--- src/common/lmon_pkg.sv ---
// Purpose: Shared constants for the optical link monitor.
// Assumes: 125 MHz reference clock, APB with 32-bit data.
// Notes:   Rate codes select the optical bit period.
package lmon_pkg;

  localparam int unsigned CLK_HZ      = 125_000_000;
  localparam int unsigned STRETCH_MS  = 300;
  localparam int unsigned STRETCH_CYC = CLK_HZ / 1000 * STRETCH_MS;
  localparam int unsigned ACK_BITS    = 11;
  localparam int unsigned END_BITS    = 2;
  localparam int unsigned ACK_PULSE_BITS = 1;
  localparam int unsigned LOW_NUM     = 14;
  localparam int unsigned LOW_DEN     = 10;
  localparam int unsigned BITCYC_W    = 18;
  localparam int unsigned TOCYC_W     = 20;
  localparam int unsigned REGEN_STAGES = 2;

  localparam logic [11:0] OFS_CTRL  = 12'h000;
  localparam logic [11:0] OFS_STAT  = 12'h004;
  localparam logic [11:0] OFS_LEVEL = 12'h008;

  localparam int unsigned CTRL_RATE_LSB = 0;
  localparam int unsigned CTRL_ACK_BIT  = 4;
  localparam int unsigned CTRL_EN_LSB   = 8;
  localparam logic [2:0]  RATE_RST      = 3'h6;
  localparam int unsigned NUM_EV        = 4;
  localparam int unsigned EV_LOW = 0;
  localparam int unsigned EV_EXT = 1;
  localparam int unsigned EV_RXA = 2;
  localparam int unsigned EV_ACK = 3;

  localparam int unsigned ST_TXLED_BIT = 8;
  localparam int unsigned ST_RXLED_BIT = 9;
  localparam int unsigned ST_OPEN_BIT  = 4;

  // Bit period in clock cycles for each rate code
  function automatic logic [BITCYC_W-1:0] lmon_bit_cyc(input logic [2:0] code);
    int unsigned bps;
    case (code)
      3'h0:    bps = 9600;
      3'h1:    bps = 19200;
      3'h2:    bps = 45450;
      3'h3:    bps = 93750;
      3'h4:    bps = 187500;
      3'h5:    bps = 500000;
      default: bps = 1500000;
    endcase
    return BITCYC_W'(CLK_HZ / bps);
  endfunction

endpackage

--- src/core/lmon_stretch.sv ---
// Purpose: Bank of retriggerable pulse stretchers.
// Assumes: Triggers are synchronous one-cycle or level events.
// Notes:   Output stays high CYC cycles after the last trigger.
`timescale 1ns/1ps
module lmon_stretch #(
  parameter int unsigned CYC = 16,
  parameter int unsigned N   = 1
) (
  input  wire logic         ref_clk_i,
  input  wire logic         rstn_i,
  input  wire logic [N-1:0] trig_i,
  output logic      [N-1:0] busy_o
);
  localparam int unsigned CW = $clog2(CYC + 1);
  // Loading CYC itself keeps the output high for exactly CYC cycles
  localparam logic [CW-1:0] LOAD = CW'(CYC);

  if (CYC < 2) begin : g_bad_cyc
    $error("lmon_stretch: CYC must be at least 2");
  end

  genvar g;
  generate
    for (g = 0; g < N; g++) begin : g_st
      logic [CW-1:0] cnt_r;
      always_ff @(posedge ref_clk_i or negedge rstn_i) begin
        if (!rstn_i) begin
          cnt_r     <= '0;
          busy_o[g] <= 1'b0;
        end else if (trig_i[g]) begin
          cnt_r     <= LOAD;
          busy_o[g] <= 1'b1;
        end else if (cnt_r != '0) begin
          cnt_r     <= cnt_r - 1'b1;
          busy_o[g] <= (cnt_r != CW'(1));
        end else begin
          busy_o[g] <= 1'b0;
        end
      end
    end
  endgenerate
endmodule

--- src/core/lmon_core.sv ---
// Purpose: Supervision and signal path of an infrared fieldbus link converter.
// Assumes: Pins are synchronous to ref_clk_i; optical and bus idle level is 1.
// Notes:   Registers on APB; zero-wait answers, unmapped offsets give pslverr.
`timescale 1ns/1ps
module lmon_core
  import lmon_pkg::*;
#(
  parameter int unsigned LVL_W     = 10,
  parameter int unsigned MIN_LEVEL = 100,
  parameter int unsigned HOLD_CYC  = STRETCH_CYC
) (
  input  wire logic             ref_clk_i,
  input  wire logic             rstn_i,
  input  wire logic [11:0]      paddr_i,
  input  wire logic             psel_i,
  input  wire logic             penable_i,
  input  wire logic             pwrite_i,
  input  wire logic [31:0]      pwdata_i,
  input  wire logic [3:0]       pstrb_i,
  output logic      [31:0]      prdata_o,
  output logic                  pready_o,
  output logic                  pslverr_o,
  input  wire logic             opt_rx_i,
  output logic                  opt_tx_o,
  input  wire logic             elec_tx_i,
  output logic                  elec_rx_o,
  output logic                  elec_den_o,
  input  wire logic [LVL_W-1:0] rx_level_i,
  input  wire logic             ext_light_i,
  output logic                  led_low_o,
  output logic                  led_err_o,
  output logic                  led_rx_o,
  output logic                  led_tx_yel_o,
  output logic                  led_tx_org_o,
  output logic                  contact_closed_o
);

  localparam logic [LVL_W-1:0] LOW_THR = LVL_W'(MIN_LEVEL * LOW_NUM / LOW_DEN);

  if (MIN_LEVEL * LOW_NUM / LOW_DEN >= (1 << LVL_W)) begin : g_bad_thr
    $error("lmon_core: threshold does not fit LVL_W");
  end
  if (HOLD_CYC < 2) begin : g_bad_hold
    $error("lmon_core: HOLD_CYC too small");
  end

  typedef enum logic [2:0] {
    LM_IDLE,
    LM_TX_FRAME,
    LM_WAIT_ACK,
    LM_RX_FRAME,
    LM_SEND_ACK,
    LM_ACK_TAIL
  } lmon_state_t;

  // Configuration and bus registers
  logic [2:0]        rate_r;
  logic              ack_en_r;
  logic [NUM_EV-1:0] ev_en_r;
  logic [31:0]       prdata_r;
  logic              pready_r;
  logic              pslverr_r;

  // Link state
  lmon_state_t         state_r;
  lmon_state_t         state_nxt;
  logic [TOCYC_W-1:0]  cnt_r;
  logic [TOCYC_W-1:0]  cnt_nxt;
  logic [BITCYC_W-1:0] bit_cyc_r;
  logic [TOCYC_W-1:0]  end_cyc_r;
  logic [TOCYC_W-1:0]  ack_to_r;
  logic                opt_rx_q;
  logic                opt_tx_r;
  logic                elec_rx_r;
  logic                elec_den_r;
  logic [REGEN_STAGES-1:0] rx_pipe_r;
  logic [REGEN_STAGES-1:0] tx_pipe_r;
  logic [LVL_W-1:0]    level_r;

  // Events and indicators
  logic              weak_r;
  logic              ext_r;
  logic              ack_ok_r;
  logic              ack_miss_r;
  logic              open_r;
  logic              closed_r;
  logic [3:0]        st_trig;
  logic [3:0]        st_busy;

  // APB decode
  wire setup     = psel_i & ~penable_i;
  wire wr_commit = psel_i & penable_i & pready_r & pwrite_i;
  wire hit_ctrl  = (paddr_i == OFS_CTRL);
  wire hit_stat  = (paddr_i == OFS_STAT);
  wire hit_level = (paddr_i == OFS_LEVEL);
  wire hit_any   = hit_ctrl | hit_stat | hit_level;

  wire [31:0] ctrl_word = {16'h0000, 4'h0, ev_en_r, 3'h0, ack_en_r, 1'b0, rate_r};
  wire [31:0] stat_word = {22'h0, st_busy[1], st_busy[0], 3'h0, open_r,
                           st_busy[2], ~st_busy[3], ext_r, weak_r};
  wire [31:0] lvl_word  = {{(32 - LVL_W){1'b0}}, level_r};
  wire [31:0] rd_mux    = hit_ctrl ? ctrl_word :
                          hit_stat ? stat_word :
                          hit_level ? lvl_word : 32'h0000_0000;

  // Link edges
  wire rx_edge  = opt_rx_i ^ opt_rx_q;
  wire tx_start = ~elec_tx_i;
  wire rx_start = ~opt_rx_i;

  // Stretcher triggers: tx lamp, rx lamp, missing ack, receive watchdog
  wire tx_act   = (state_r == LM_TX_FRAME) & (elec_tx_i ^ tx_pipe_r[0]);
  wire rx_act   = rx_edge & ((state_r == LM_RX_FRAME) | ((state_r == LM_IDLE) & rx_start & ~tx_start));
  assign st_trig = {rx_edge, ack_miss_r, rx_act, tx_act | ack_ok_r};

  lmon_stretch #(
    .CYC (HOLD_CYC),
    .N   (4)
  ) u_stretch (
    .ref_clk_i (ref_clk_i),
    .rstn_i    (rstn_i),
    .trig_i    (st_trig),
    .busy_o    (st_busy)
  );

  // Conditions feeding the contact
  wire low_now  = (state_r == LM_RX_FRAME) & (rx_level_i < LOW_THR);
  wire rxa_flt  = ~st_busy[3];
  wire ack_flt  = st_busy[2] & ack_en_r;
  wire [NUM_EV-1:0] ev_vec;
  assign ev_vec[EV_LOW] = weak_r;
  assign ev_vec[EV_EXT] = ext_r;
  assign ev_vec[EV_RXA] = rxa_flt;
  assign ev_vec[EV_ACK] = ack_flt;
  wire fault_any = |(ev_vec & ev_en_r);

  // Register write path; bytes 0 and 1 of CTRL are writable
  always_ff @(posedge ref_clk_i or negedge rstn_i) begin
    if (!rstn_i) begin
      rate_r   <= RATE_RST;
      ack_en_r <= 1'b0;
      ev_en_r  <= '0;
    end else if (wr_commit && hit_ctrl) begin
      if (pstrb_i[0]) begin
        rate_r   <= pwdata_i[CTRL_RATE_LSB +: 3];
        ack_en_r <= pwdata_i[CTRL_ACK_BIT];
      end
      if (pstrb_i[1]) begin
        ev_en_r <= pwdata_i[CTRL_EN_LSB +: NUM_EV];
      end
    end
  end

  // Answer in the first access cycle, no wait states
  always_ff @(posedge ref_clk_i or negedge rstn_i) begin
    if (!rstn_i) begin
      pready_r  <= 1'b0;
      pslverr_r <= 1'b0;
      prdata_r  <= '0;
    end else begin
      pready_r  <= setup;
      pslverr_r <= setup & ~hit_any;
      if (setup) begin
        prdata_r <= pwrite_i ? 32'h0000_0000 : rd_mux;
      end
    end
  end

  // Timing derived from the rate switch
  always_ff @(posedge ref_clk_i or negedge rstn_i) begin
    if (!rstn_i) begin
      bit_cyc_r <= '0;
      end_cyc_r <= '0;
      ack_to_r  <= '0;
    end else begin
      bit_cyc_r <= lmon_bit_cyc(rate_r);
      end_cyc_r <= TOCYC_W'(bit_cyc_r * END_BITS);
      ack_to_r  <= TOCYC_W'(bit_cyc_r * ACK_BITS);
    end
  end

  // Link sequencer. A frame ends after END_BITS of idle line.
  always_comb begin
    state_nxt = state_r;
    cnt_nxt   = cnt_r;
    case (state_r)
      LM_IDLE: begin
        cnt_nxt = '0;
        if (tx_start) begin
          state_nxt = LM_TX_FRAME;
        end else if (rx_start) begin
          state_nxt = LM_RX_FRAME;
        end
      end
      LM_TX_FRAME: begin
        cnt_nxt = elec_tx_i ? cnt_r + 1'b1 : '0;
        if (elec_tx_i && cnt_r >= end_cyc_r) begin
          cnt_nxt   = '0;
          state_nxt = ack_en_r ? LM_WAIT_ACK : LM_IDLE;
        end
      end
      LM_WAIT_ACK: begin
        cnt_nxt = cnt_r + 1'b1;
        if (rx_start) begin
          cnt_nxt   = '0;
          state_nxt = LM_ACK_TAIL;
        end else if (cnt_r >= ack_to_r) begin
          cnt_nxt   = '0;
          state_nxt = LM_IDLE;
        end
      end
      // Swallow the rest of the ack pulse so it never opens a receive frame
      LM_ACK_TAIL: begin
        cnt_nxt = '0;
        if (opt_rx_i) begin
          state_nxt = LM_IDLE;
        end
      end
      LM_RX_FRAME: begin
        cnt_nxt = opt_rx_i ? cnt_r + 1'b1 : '0;
        if (opt_rx_i && cnt_r >= end_cyc_r) begin
          cnt_nxt   = '0;
          state_nxt = ack_en_r ? LM_SEND_ACK : LM_IDLE;
        end
      end
      LM_SEND_ACK: begin
        cnt_nxt = cnt_r + 1'b1;
        if (cnt_r >= TOCYC_W'(bit_cyc_r * ACK_PULSE_BITS)) begin
          cnt_nxt   = '0;
          state_nxt = LM_IDLE;
        end
      end
      default: begin
        state_nxt = LM_IDLE;
        cnt_nxt   = '0;
      end
    endcase
  end

  always_ff @(posedge ref_clk_i or negedge rstn_i) begin
    if (!rstn_i) begin
      state_r <= LM_IDLE;
      cnt_r   <= '0;
    end else begin
      state_r <= state_nxt;
      cnt_r   <= cnt_nxt;
    end
  end

  wire ack_seen = (state_r == LM_WAIT_ACK) & rx_start;
  wire ack_lost = (state_r == LM_WAIT_ACK) & ~rx_start & (cnt_r >= ack_to_r);

  // Fixed-latency retiming of both directions; the pipe squares the edges up
  always_ff @(posedge ref_clk_i or negedge rstn_i) begin
    if (!rstn_i) begin
      opt_rx_q  <= 1'b1;
      rx_pipe_r <= '1;
      tx_pipe_r <= '1;
    end else begin
      opt_rx_q  <= opt_rx_i;
      rx_pipe_r <= {opt_rx_i, rx_pipe_r[REGEN_STAGES-1:1]};
      tx_pipe_r <= {elec_tx_i, tx_pipe_r[REGEN_STAGES-1:1]};
    end
  end

  // Ack traffic is kept off the electrical side in both directions
  wire rx_fwd   = (state_r == LM_RX_FRAME);
  wire tx_fwd   = (state_r == LM_TX_FRAME);
  wire ack_drv  = (state_r == LM_SEND_ACK);
  always_ff @(posedge ref_clk_i or negedge rstn_i) begin
    if (!rstn_i) begin
      opt_tx_r   <= 1'b1;
      elec_rx_r  <= 1'b1;
      elec_den_r <= 1'b0;
    end else begin
      opt_tx_r   <= ack_drv ? 1'b0 : (tx_fwd ? tx_pipe_r[0] : 1'b1);
      elec_rx_r  <= rx_fwd ? rx_pipe_r[0] : 1'b1;
      elec_den_r <= rx_fwd;
    end
  end

  // Condition flags and contact; contact opens while a fault is selected
  always_ff @(posedge ref_clk_i or negedge rstn_i) begin
    if (!rstn_i) begin
      weak_r     <= 1'b0;
      ext_r      <= 1'b0;
      ack_ok_r   <= 1'b0;
      ack_miss_r <= 1'b0;
      level_r    <= '0;
      open_r     <= 1'b0;
      closed_r   <= 1'b1;
    end else begin
      weak_r     <= low_now;
      ext_r      <= ext_light_i;
      ack_ok_r   <= ack_seen;
      ack_miss_r <= ack_lost;
      open_r     <= fault_any;
      closed_r   <= ~fault_any;
      if (rx_fwd) begin
        level_r <= rx_level_i;
      end
    end
  end

  // Lamps. Orange overrides yellow while a lost ack is being shown.
  logic led_low_r;
  logic led_err_r;
  logic led_rx_r;
  logic led_yel_r;
  logic led_org_r;
  always_ff @(posedge ref_clk_i or negedge rstn_i) begin
    if (!rstn_i) begin
      led_low_r <= 1'b0;
      led_err_r <= 1'b0;
      led_rx_r  <= 1'b0;
      led_yel_r <= 1'b0;
      led_org_r <= 1'b0;
    end else begin
      led_low_r <= weak_r;
      led_err_r <= ext_r;
      led_rx_r  <= st_busy[1];
      led_yel_r <= (st_busy[0] | ack_ok_r) & ~ack_flt;
      led_org_r <= ack_flt;
    end
  end

  assign prdata_o         = prdata_r;
  assign pready_o         = pready_r;
  assign pslverr_o        = pslverr_r;
  assign opt_tx_o         = opt_tx_r;
  assign elec_rx_o        = elec_rx_r;
  assign elec_den_o       = elec_den_r;
  assign led_low_o        = led_low_r;
  assign led_err_o        = led_err_r;
  assign led_rx_o         = led_rx_r;
  assign led_tx_yel_o     = led_yel_r;
  assign led_tx_org_o     = led_org_r;
  assign contact_closed_o = closed_r;

endmodule

--- config.mk ---
export PLATFORM = sky130hd
export DESIGN_NAME = lmon_core
export DESIGN_NICKNAME = d
export VERILOG_FILES = /design/src/common/lmon_pkg.sv /design/src/core/lmon_stretch.sv /design/src/core/lmon_core.sv
export SDC_FILE = /design/constraint.sdc
export NUM_CORES = 1
export LEC_CHECK = 0
export BUFFER_PORTS_ARGS = -buffer_cell sky130_fd_sc_hd__buf_2
export CAP_MARGIN = 20
export CORE_MARGIN = 2
export CORE_UTILIZATION = 25
export CTS_CLUSTER_SIZE = 16
export DETAILED_ROUTE_END_ITERATION = 6
export GPL_ROUTABILITY_DRIVEN = 0
export PLACE_DENSITY = 0.46
export SLEW_MARGIN = 25
export SYNTH_ARGS = -nofsm -noshare
export SYNTH_HDL_FRONTEND = slang
export SYNTH_SLANG_ARGS = --single-unit
--- constraint.sdc ---
create_clock -name ref_clk_i -period 54.9 [get_ports ref_clk_i]
set_clock_uncertainty 0.15 [all_clocks]
set_input_delay 10.98 -clock ref_clk_i [delete_from_list [all_inputs] [get_ports ref_clk_i]]
set_output_delay 10.98 -clock ref_clk_i [all_outputs]
set_load 0.01 [all_outputs]
==> results.cfg <==
[status]
outcome = complete, no violations

[synthesis]
ranking_of_synthesized_cells_by_instance_count = sky130_fd_sc_hd__nor2_1, sky130_fd_sc_hd__ha_1, sky130_fd_sc_hd__a21oi_1, sky130_fd_sc_hd__nand2_1, sky130_fd_sc_hd__o21ai_0
synth_top_family_by_area = compound AO/OA/AOI/OAI gates
synthXorXnorAreaFrac = 0.0725
syn_inst = 4109
post-synth-top-count-cell = sky130_fd_sc_hd__nor2_1
synthFlopType = sky130_fd_sc_hd__dfrtp_1
ys.warnings.count = 0
synth-edff-count = 0
compound_gate_portion_of_the_synthesized_area = 0.264
async_reset_ff_frac = 1.00
yosysSeqAreaShare = 0.186
synth.distinct_cells = 124
syn_area_um2 = 31800
share_of_synthesized_cell_area_in_full_adder_half_adder_and_majority_cells = 0.159
yosys_register_bits = 236
ys_top_cells_by_area = sky130_fd_sc_hd__dfrtp_1, sky130_fd_sc_hd__ha_1, sky130_fd_sc_hd__a21oi_1
synth_simple_gate_area_share = 0.229
synthesis.area_per_instance_um2 = 7.74
synth_mux_area_frac = 0.0352
synth_top_cell_area_share = 0.179
synth_largest_area_cell = sky130_fd_sc_hd__dfrtp_1

[clock_network]
clock_path_buffers = 3
cts.clk_slew.worst_paths_ps = 60
clkSinkCount = 236
tritoncts_clock_tree = built
cts-buffers-inserted = 27
post_cts.repair.setup_buffers = 0
htreeDepth = 1
clock-root-buffer = sky130_fd_sc_hd__clkbuf_16
insertion_delay_ps = 550

[critical_path]
timing.critical_path.slowest_stage_cell = sky130_fd_sc_hd__dfstp_2
worst_setup_path_endpoint = bit_cyc_r[0]
worst-endpoint-required_ps = 55130
timing.setup.critical_path_class = flip-flop to flip-flop
crit_path_frequent_cell = sky130_fd_sc_hd__o21ai_0
timing.rr.start = rate_r[1]
critPathMaxFanout = 33
reg2regPathDepth = 214
setup.worst_path.start = rate_r[1]
worst_path_largest_cell_delay_ps = 810
worst-r2r-setup-slack_ps = 3880
critical_path.endpoint_type = flip-flop
critical_path.startpoint_type = flip-flop
reg2reg_to = bit_cyc_r[0]
arrival_ps = 51250

[layout]
fin_nets = 4589
fin_cells = 5800
finish.utilization = 0.278
antenna_diodes = 0
number_of_inserted_filler_cells_in_the_final_layout = 13700
drive_above_1_share = 0.0872
syn2layout_area_growth_pct = 9.97

[grt]
gr-usage-all-layers = 0.166
pin_count_of_the_biggest_net_entering_global_routing = 92
grtUsageMet1 = 0.238
globalRouteMet3Util = 0.0141
first_global_vias = 29400
grt_antenna_before_repair = 2
gr-usage-met2 = 0.271
top_usage_layer = met2
grt_first_pass_wirelength_um = 174000
grt_overflow = 0

[drt]
detail_route.iter0.violations = 2240
routed_via_density = 5.29
wirelength_um = 111000
drt-pass1-iter-count = 7
post_drt_wl_per_cell_um = 19.2
route.antenna.remaining_nets = 0
route.vias.total = 30700
drcViolationCount = 0

[job]
max_cap_violations = 0

[die]
die-area_um2 = 130000
initial_utilization = 0.252
std_cell_rows = 130
die-width_um = 361
ioPinCount = 109
dieHeight_um = 361
core-area_um2 = 126000

[sta]
final-max-slew-violation-count = 0
hold_viol_final = 0
clock.fmax_ghz = 0.0196
setup-violations-final = 0
timing.slew.headroom = 0.290
rsz_0062_raised_after_global_routing = no
final_min_period_over_clock_period = 0.929
measured_slew_at_the_worst_slew_check_pin_ps = 1040
postLayoutSetupSlackWorst_ps = 3880
fin_tns_setup_ps = 0
period_needed_ps = 51020

[placed_design]
buffer_ports.inserted = 62
minimum_setup_slack_after_placement_ps = 4380
dp_cells = 5750
detailed_placer_s_ending_hpwl_um = 83900

[worst_hold_path]
hp-class = flip-flop to flip-flop
## per-stage QoR
stage | cell area, um2 | hold WS [ps]
after detailed placement | 34100 | 198
after CTS | 34900 | 206
after floorplan | 31900 | 195
after global routing | 35000 | 215
final | 35000 | 206
after global placement | 34100 | 196
## how the worst min path moves through the flow
stage | cells past startpoint | endpoint | startpoint | slack (ps)
final | 0 | tx_pipe_r[0] | tx_pipe_r[1] | 210
after global routing | 0 | tx_pipe_r[0] | tx_pipe_r[1] | 210
after CTS | 0 | tx_pipe_r[0] | tx_pipe_r[1] | 210
after detailed placement | 0 | tx_pipe_r[0] | tx_pipe_r[1] | 200
after global placement | 0 | tx_pipe_r[0] | tx_pipe_r[1] | 200
after floorplan | 0 | tx_pipe_r[0] | tx_pipe_r[1] | 200
## state kept, by name (all words and copies together) (netlist names), 2 cells and up
register	cells
ack_to_r	20
u_stretch.g_st.cnt_r	104
bit_cyc_r	18
cnt_r	20
state_r	3
rate_r	3
tx_pipe_r	2
level_r	10
ev_en_r	4
end_cyc_r	17
u_stretch.busy_o	4
prdata_o	12
## placed cells by master, fill, tap and decap left out, types with 61 or more instances in the layout
cell type	n
sky130_fd_sc_hd__nand3_1	111
sky130_fd_sc_hd__xnor2_1	163
sky130_fd_sc_hd__o21ai_0	254
sky130_fd_sc_hd__inv_1	238
sky130_fd_sc_hd__nor3_1	98
sky130_fd_sc_hd__nand2b_1	76
sky130_fd_sc_hd__a21o_1	118
sky130_fd_sc_hd__buf_2	61
sky130_fd_sc_hd__xor2_1	100
sky130_fd_sc_hd__mux2_2	63
sky130_fd_sc_hd__o21a_1	61
sky130_fd_sc_hd__a21oi_1	353
sky130_fd_sc_hd__nor2b_1	67
sky130_fd_sc_hd__ha_1	378
sky130_fd_sc_hd__nand2_1	314
sky130_fd_sc_hd__buf_4	62
sky130_fd_sc_hd__dfrtp_1	227
sky130_fd_sc_hd__nor2_1	386
## worst max-delay path: cells and delay by family (launching register included)
family / cells / cell delay, ps
AOI/OAI and AO/OA: 104 / 23680
and+or+nand+nor: 64 / 11920
adders and majority gates: 18 / 6180
buffers and inverters: 22 / 5720
muxes: 5 / 2040
DFF: 1 / 810
xor gates and xnor gates: 1 / 150
## layer usage
layer / up-vias / part of all wire
li1: 15100 / -
met1: 14700 / 0.48
met2: 794 / 0.45
met3: 115 / 0.051
met4: 2 / 0.020
met5: - / 0.00012
## repair_timing
| action | in CTS | in global routing |
|---|---|---|
| setup endpoints to repair | 0 | 1 |
| resized for setup | 0 | 2 |
| hold buffers | 0 | 0 |
## cells by family after synthesis
kind of cell,Yosys count
AO/OA/AOI/OAI,1259
XOR/XNOR,263
adder cells (fa/ha/maj),394
buffers and inverters,420
flip-flops,236
multiplexers,99
other,2
AND/OR/NAND/NOR,1436
## final cells by class
type / instances / area (um2) / area share
Sequential cell: 236 / 5920 / 0.169
Clock inverter: 13 / 121 / 0.00347
Inverter: 256 / 966 / 0.0276
Multi-Input combinational cell: 3484 / 24300 / 0.696
Timing Repair Buffer: 124 / 786 / 0.0225
Clock buffer: 37 / 773 / 0.0221
Tap cell: 1650 / 2060 / 0.0591
Power is not shown: default switching activity piles up to over one toggle a cycle in this logic, so the estimate is an artifact.
